[config.mk]
export PLATFORM = sky130hd
export DESIGN_NAME = sahp_top
export DESIGN_NICKNAME = d
export VERILOG_FILES = /design/src/rtl/sahp_pkg.sv /design/src/rtl/sahp_sync.sv /design/src/rtl/sahp_top.sv
export SDC_FILE = /design/constraint.sdc
export NUM_CORES = 1
export LEC_CHECK = 0
export BUFFER_PORTS_ARGS = -buffer_cell sky130_fd_sc_hd__buf_4
export CELL_PAD_IN_SITES_DETAIL_PLACEMENT = 1
export CELL_PAD_IN_SITES_GLOBAL_PLACEMENT = 2
export CORE_ASPECT_RATIO = 0.7
export CORE_MARGIN = 1.5
export CORE_UTILIZATION = 31
export DETAILED_ROUTE_END_ITERATION = 16
export PLACE_DENSITY = 0.79
export SETUP_SLACK_MARGIN = 0.1
export SYNTH_ARGS = -nofsm -noshare
export SYNTH_HDL_FRONTEND = slang
export SYNTH_HIERARCHICAL = 1
export SYNTH_SLANG_ARGS = --single-unit
[constraint.sdc]
create_clock -name mclk -period 1.9 [get_ports mclk]
set_input_delay 0.285 -clock mclk [delete_from_list [all_inputs] [get_ports mclk]]
set_output_delay 0.285 -clock mclk [all_outputs]
set_load 0.01 [all_outputs]
[src/rtl/sahp_pkg.sv]
// package: constants for the converter host port
package sahp_pkg;
	localparam int RESULT_WIDTH = 12;
	localparam int BUS_WIDTH = 8;
	localparam int BIT_CNT_WIDTH = 4;
	localparam logic [3:0] DECISIONS = 4'hC;
	localparam logic [11:0] RESULT_RESET = 12'h000;
	localparam logic [11:0] TRIAL_MSB = 12'h800;
	localparam int HI_FIELD_MSB = 11;
	localparam int HI_FIELD_LSB = 8;
	localparam int LO_FIELD_MSB = 7;
	localparam int STATUS_BIT = 7;
	localparam int AUTOZERO_NS = 10000;
	localparam int CLK_PERIOD_NS = 5;
	localparam int AUTOZERO_CYCLES = (AUTOZERO_NS + CLK_PERIOD_NS - 1) / CLK_PERIOD_NS;
	localparam int AZ_CNT_WIDTH = 12;
	localparam logic [11:0] AZ_DONE = 12'(AUTOZERO_CYCLES - 1);
	typedef enum logic [1:0]
	{
		SAHP_IDLE = 2'b00,
		SAHP_AZERO = 2'b01,
		SAHP_CONV = 2'b11
	} sahp_state_t;
endpackage

[src/rtl/sahp_sync.sv]
// two-flop synchroniser for a vector of pin inputs
`timescale 1ns/1ps
module sahp_sync #(
	parameter int WIDTH = 1
)
(
	input wire logic mclk,
	input wire logic srst,
	input wire logic [WIDTH-1:0] async_in,
	output logic [WIDTH-1:0] sync_out
);
	logic [WIDTH-1:0] meta_reg;

	// first flop feeds only the second
	always_ff @(posedge mclk)
	begin
		if (srst)
		begin
			meta_reg <= '1;
			sync_out <= '1;
		end
		else
		begin
			meta_reg <= async_in;
			sync_out <= meta_reg;
		end
	end
endmodule

[src/rtl/sahp_top.sv]
// top: host port and successive approximation sequencer of the converter
`timescale 1ns/1ps
module sahp_top
	import sahp_pkg::*;
(
	input wire logic mclk,
	input wire logic srst,
	input wire logic cs_n,
	input wire logic rd_n,
	input wire logic wr_n,
	input wire logic byte_select,
	input wire logic conv_clk,
	input wire logic ext_clk_mode,
	input wire logic comp_in,
	output logic [sahp_pkg::BUS_WIDTH-1:0] data_out,
	output logic [sahp_pkg::BUS_WIDTH-1:0] data_oe,
	output logic busy_n,
	output logic [sahp_pkg::RESULT_WIDTH-1:0] dac_code
);
	import sahp_pkg::*;

	// ------------------------------------------------------------
	// pin synchronisation
	// ------------------------------------------------------------
	logic [5:0] pins_sync;
	logic cs_s, rd_s, wr_s, bs_s, cclk_s, comp_s;

	sahp_sync #(.WIDTH(6)) u_sync
	(
		.mclk(mclk),
		.srst(srst),
		.async_in({cs_n, rd_n, wr_n, byte_select, conv_clk, comp_in}),
		.sync_out(pins_sync)
	);
	assign {cs_s, rd_s, wr_s, bs_s, cclk_s, comp_s} = pins_sync;

	// ------------------------------------------------------------
	// strobe decoding
	// ------------------------------------------------------------
	logic wr_act_reg, cclk_reg, ext_mode_reg;
	sahp_state_t state_reg, state_next;
	logic [11:0] sar_reg, sar_next, trial_reg, trial_next;
	logic [3:0] bit_cnt_reg, bit_cnt_next;
	logic [11:0] az_cnt_reg, az_cnt_next;

	// strobes only count while select is low
	wire wr_act = ~cs_s & ~wr_s;
	wire rd_act = ~cs_s & ~rd_s;
	wire cclk_fall = cclk_reg & ~cclk_s; // decisions on falling conversion clock
	wire converting = (state_reg != SAHP_IDLE);
	wire az_done = ext_mode_reg ? cclk_fall : (az_cnt_reg == AZ_DONE);

	// ------------------------------------------------------------
	// sequencer
	// ------------------------------------------------------------
	// next-state logic: write restarts, autozero, twelve decisions
	always_comb
	begin
		state_next = state_reg;
		sar_next = sar_reg;
		trial_next = trial_reg;
		bit_cnt_next = bit_cnt_reg;
		az_cnt_next = az_cnt_reg;
		if (wr_act)
		begin
			// write held low: abort anything and wait in autozero
			state_next = SAHP_AZERO;
			sar_next = RESULT_RESET;
			trial_next = TRIAL_MSB;
			bit_cnt_next = 4'h0;
			az_cnt_next = 12'h000;
		end
		else
		begin
			case (state_reg)
				SAHP_AZERO:
				begin
					// external clock: host stretched write over autozero
					if (az_done)
						state_next = SAHP_CONV;
					else
						az_cnt_next = az_cnt_reg + 12'h001;
				end
				SAHP_CONV:
				begin
					if (cclk_fall)
					begin
						// keep the trial bit when the comparator says input is above
						sar_next = comp_s ? (sar_reg | trial_reg) : sar_reg;
						trial_next = trial_reg >> 1;
						bit_cnt_next = bit_cnt_reg + 4'h1;
						if (bit_cnt_reg == DECISIONS - 4'h1)
							state_next = SAHP_IDLE;
					end
				end
				default:
					state_next = SAHP_IDLE;
			endcase
		end
	end

	// state registers
	always_ff @(posedge mclk)
	begin
		if (srst)
		begin
			state_reg <= SAHP_IDLE;
			sar_reg <= RESULT_RESET;
			trial_reg <= 12'h000;
			bit_cnt_reg <= 4'h0;
			az_cnt_reg <= 12'h000;
			wr_act_reg <= 1'b0;
			cclk_reg <= 1'b1;
			ext_mode_reg <= 1'b0;
		end
		else
		begin
			state_reg <= state_next;
			sar_reg <= sar_next;
			trial_reg <= trial_next;
			bit_cnt_reg <= bit_cnt_next;
			az_cnt_reg <= az_cnt_next;
			wr_act_reg <= wr_act;
			cclk_reg <= cclk_s;
			ext_mode_reg <= ext_clk_mode; // static strap, same domain
		end
	end

	// ------------------------------------------------------------
	// data bus and status outputs
	// ------------------------------------------------------------
	// status follows the next state so it lines up with the registered busy output
	wire busy_next = (state_next != SAHP_IDLE);
	// high byte: status, three zeros, top four result bits
	wire [7:0] hi_byte = {busy_next, 3'b000, sar_next[HI_FIELD_MSB:HI_FIELD_LSB]};
	wire [7:0] lo_byte = sar_next[LO_FIELD_MSB:0];
	wire [7:0] bus_byte = bs_s ? hi_byte : lo_byte;

	// registered pin drivers
	always_ff @(posedge mclk)
	begin
		if (srst)
		begin
			data_out <= 8'h00;
			data_oe <= 8'h00;
			busy_n <= 1'b1;
			dac_code <= RESULT_RESET;
		end
		else
		begin
			data_out <= bus_byte;
			data_oe <= {BUS_WIDTH{rd_act}};
			busy_n <= ~busy_next;
			dac_code <= sar_next | trial_next;
		end
	end
endmodule

==> results.cfg <==
[global_routing]
grt_pass1_wl_um = 10400
grt_pass1_vias = 2099
gr-total-overflow = 0
track_usage = 0.147
grt_max_degree = 26
antenna_found_initial = 0

[cells_and_area]
drive_gt1_frac = 0.226
syn_to_final_growth_pct = 26.1
multiInputGateArea_um2 = 1090
diodes = 0
final_util = 0.406
seq_area_um2 = 1570
fillers = 949
nets = 333

[die]
io-pin-count = 38
start_util = 0.322
dieArea_um2 = 9430
rows = 28
die_w_um = 115
die_y_um = 81.7
core_um2 = 8510

[sta]
setup_tns_ps = 0
setup_viol = 0
period_share = 0.922
period_minus_slack_ps = 1750
hold_viol_final = 0
grt_setup_unrepaired = yes
slew_viol_final = 0
slew_headroom = 0.718
finClkSkew_ps = 4.97
max_freq_ghz = 0.571
worst_slew_pin_slew_ps = 419

[clocking]
cts_sinks = 78
cts_tree = done
hold_buffers = 0
htreeDepth = 3
cts_buffers = 9
clock-root-buffer = clkbuf_16
cts.path.max_buffers = 2
clk_pin_slew_ps = 60
insertion_delay_ps = 340

[critical_path]
required_ps = 2170
crit_start = state_reg[1]
cp.arrival_ps = 2020
cp-end-kind = flip-flop
cp-endpoint = az_cnt_reg[11]
reg2reg_slack_ps = 150
r2r_cells = 4
rr_startpoint = state_reg[1]
r2r-end = az_cnt_reg[11]
cp_max_fo = 6
startpoint_type = flip-flop
critPathKind = reg2reg

[synth]
yosysWarnings = 6
synth.distinct_cells = 43
synth_ff_type = dfxtp_1
seq_area_frac_synth = 0.569
netlist_area_um2 = 2740
async_reset_ff_frac = 0
yosys_register_bits = 78
syn_nets = 299
synth_edf_count = 0
synth.avg_cell_area_um2 = 9.52
syn_inst = 288

[power_and_ir_drop]
ir_drop_uv = 655
leakage_nw = 1.30
power.density_nw_per_um2 = 1020

[drt]
drt_iter0_drc = 109
ant_nets = 0
vias = 2103
routed_via_density = 4.70
drt-wirelength-per-cell_um = 14.3
drt-pass1-iter-count = 4
drc = 0
drt-total-wl_um = 6380

[placed_design]
place_hpwl_um = 4260
io_buffers = 37
gp_congestion = 0.732

[hold_path]
holdCritPathClass = in2reg

[run_status]
status = finished, final reports clean

[run]
drv_cap = 0
==> cells in the final DEF (no fill, tap or decap), drive strengths merged, types with 6 or more instances in the layout <==
| master | Yosys | routed |
|---|---|---|
| or2 | 17 | 17 |
| a21oi | 30 | 30 |
| dfxtp | 78 | 78 |
| clkbuf | 13 | 10 |
| a221oi | 8 | 8 |
| buf | 9 | 45 |
| nand3 | 6 | 6 |
| nand2 | 25 | 25 |
| nor2 | 39 | 39 |
==> worst max-delay path, cell delays in order (launching register included) <==
cell and delay, ps:
dfxtp_1 360, nand4b_1 250, or4b_4 590, or3_1 360, a21oi_1 130
==> kinds of logic after synthesis <==
group / Yosys count / synth area share
AOI/OAI and AO/OA: 54 / 0.119
xor gates and xnor gates: 7 / 0.0224
adders and majority gates: 2 / 0.00912
buffers and inverters: 24 / 0.0433
DFF: 78 / 0.569
muxes: 4 / 0.0146
and+or+nand+nor: 119 / 0.223
==> worst min path at each step <==
stage | depth (start not counted) | end | slack, ps | start
3_3_place_gp | 1 | data_oe[0] | 380 | u_sync/sync_out[4]
5_1_grt | 2 | u_sync/meta_reg[5] | 120 | cs_n
3_5_place_dp | 1 | data_oe[0] | 390 | u_sync/sync_out[4]
4_1_cts | 2 | u_sync/meta_reg[5] | 110 | cs_n
2_1_floorplan | 1 | data_oe[0] | 370 | u_sync/sync_out[4]
6_report | 2 | u_sync/meta_reg[5] | 120 | cs_n
==> where the power goes <==
part / switching [W] / leakage [nW] / total, W / internal (W)
Clock: 0.000691 / 0.149 / 0.00175 / 0.00106
Sequential: 0.0000174 / 0.633 / 0.00168 / 0.00166
Combinational: 0.0000642 / 0.520 / 0.000112 / 0.0000477
Total: 0.000773 / 1.30 / 0.00354 / 0.00277
==> stage by stage <==
stage / hold slack (ps) / setup WS, ps / cell area (um^2) / power (W) / instances
after floorplan: 373 / 252 / 2740 / 0.00177 / 288
after global placement: 382 / 170 / 3100 / 0.00182 / 429
after detailed placement: 386 / 132 / 3100 / 0.00182 / 429
after global routing: 116 / 90.3 / 3460 / 0.00367 / 447
after CTS: 110 / 129 / 3410 / 0.00358 / 445
final: 123 / 147 / 3460 / 0.00354 / 447
==> layer usage <==
metal  wire length, um  GRT usage
met5                 0          0
met2              2570      0.206
met4                81     0.0444
met3               395     0.0642
met1              3330      0.204
==> synthesized netlist by cell type, types with 5 or more instances <==
library cell  number  area share
a21oi_1           30       0.055
a221oi_1           8       0.026
buf_4              7       0.019
clkbuf_1          12       0.016
dfxtp_1           78        0.57
nand2_1           25       0.034
nand3_1            6       0.011
nor2_1            39       0.053
o22ai_1            5       0.011
or2_1             15       0.034
==> layout make-up <==
| type | instances | area share |
|---|---|---|
| multi-input cells | 186 | 0.315 |
| well taps | 120 | 0.0434 |
| clock inverters | 6 | 0.0199 |
| inverters | 2 | 0.00217 |
| flip-flops and latches | 78 | 0.452 |
| clock buffers | 10 | 0.0691 |
| repair buffers | 45 | 0.0976 |
==> what timing repair did <==
action	CTS	global route
resized for setup	1	8
setup endpoints to repair	1	12
buffers inserted	0	2
pin swaps	0	1
No activity file was read; power rests on OpenSTA's default activity.
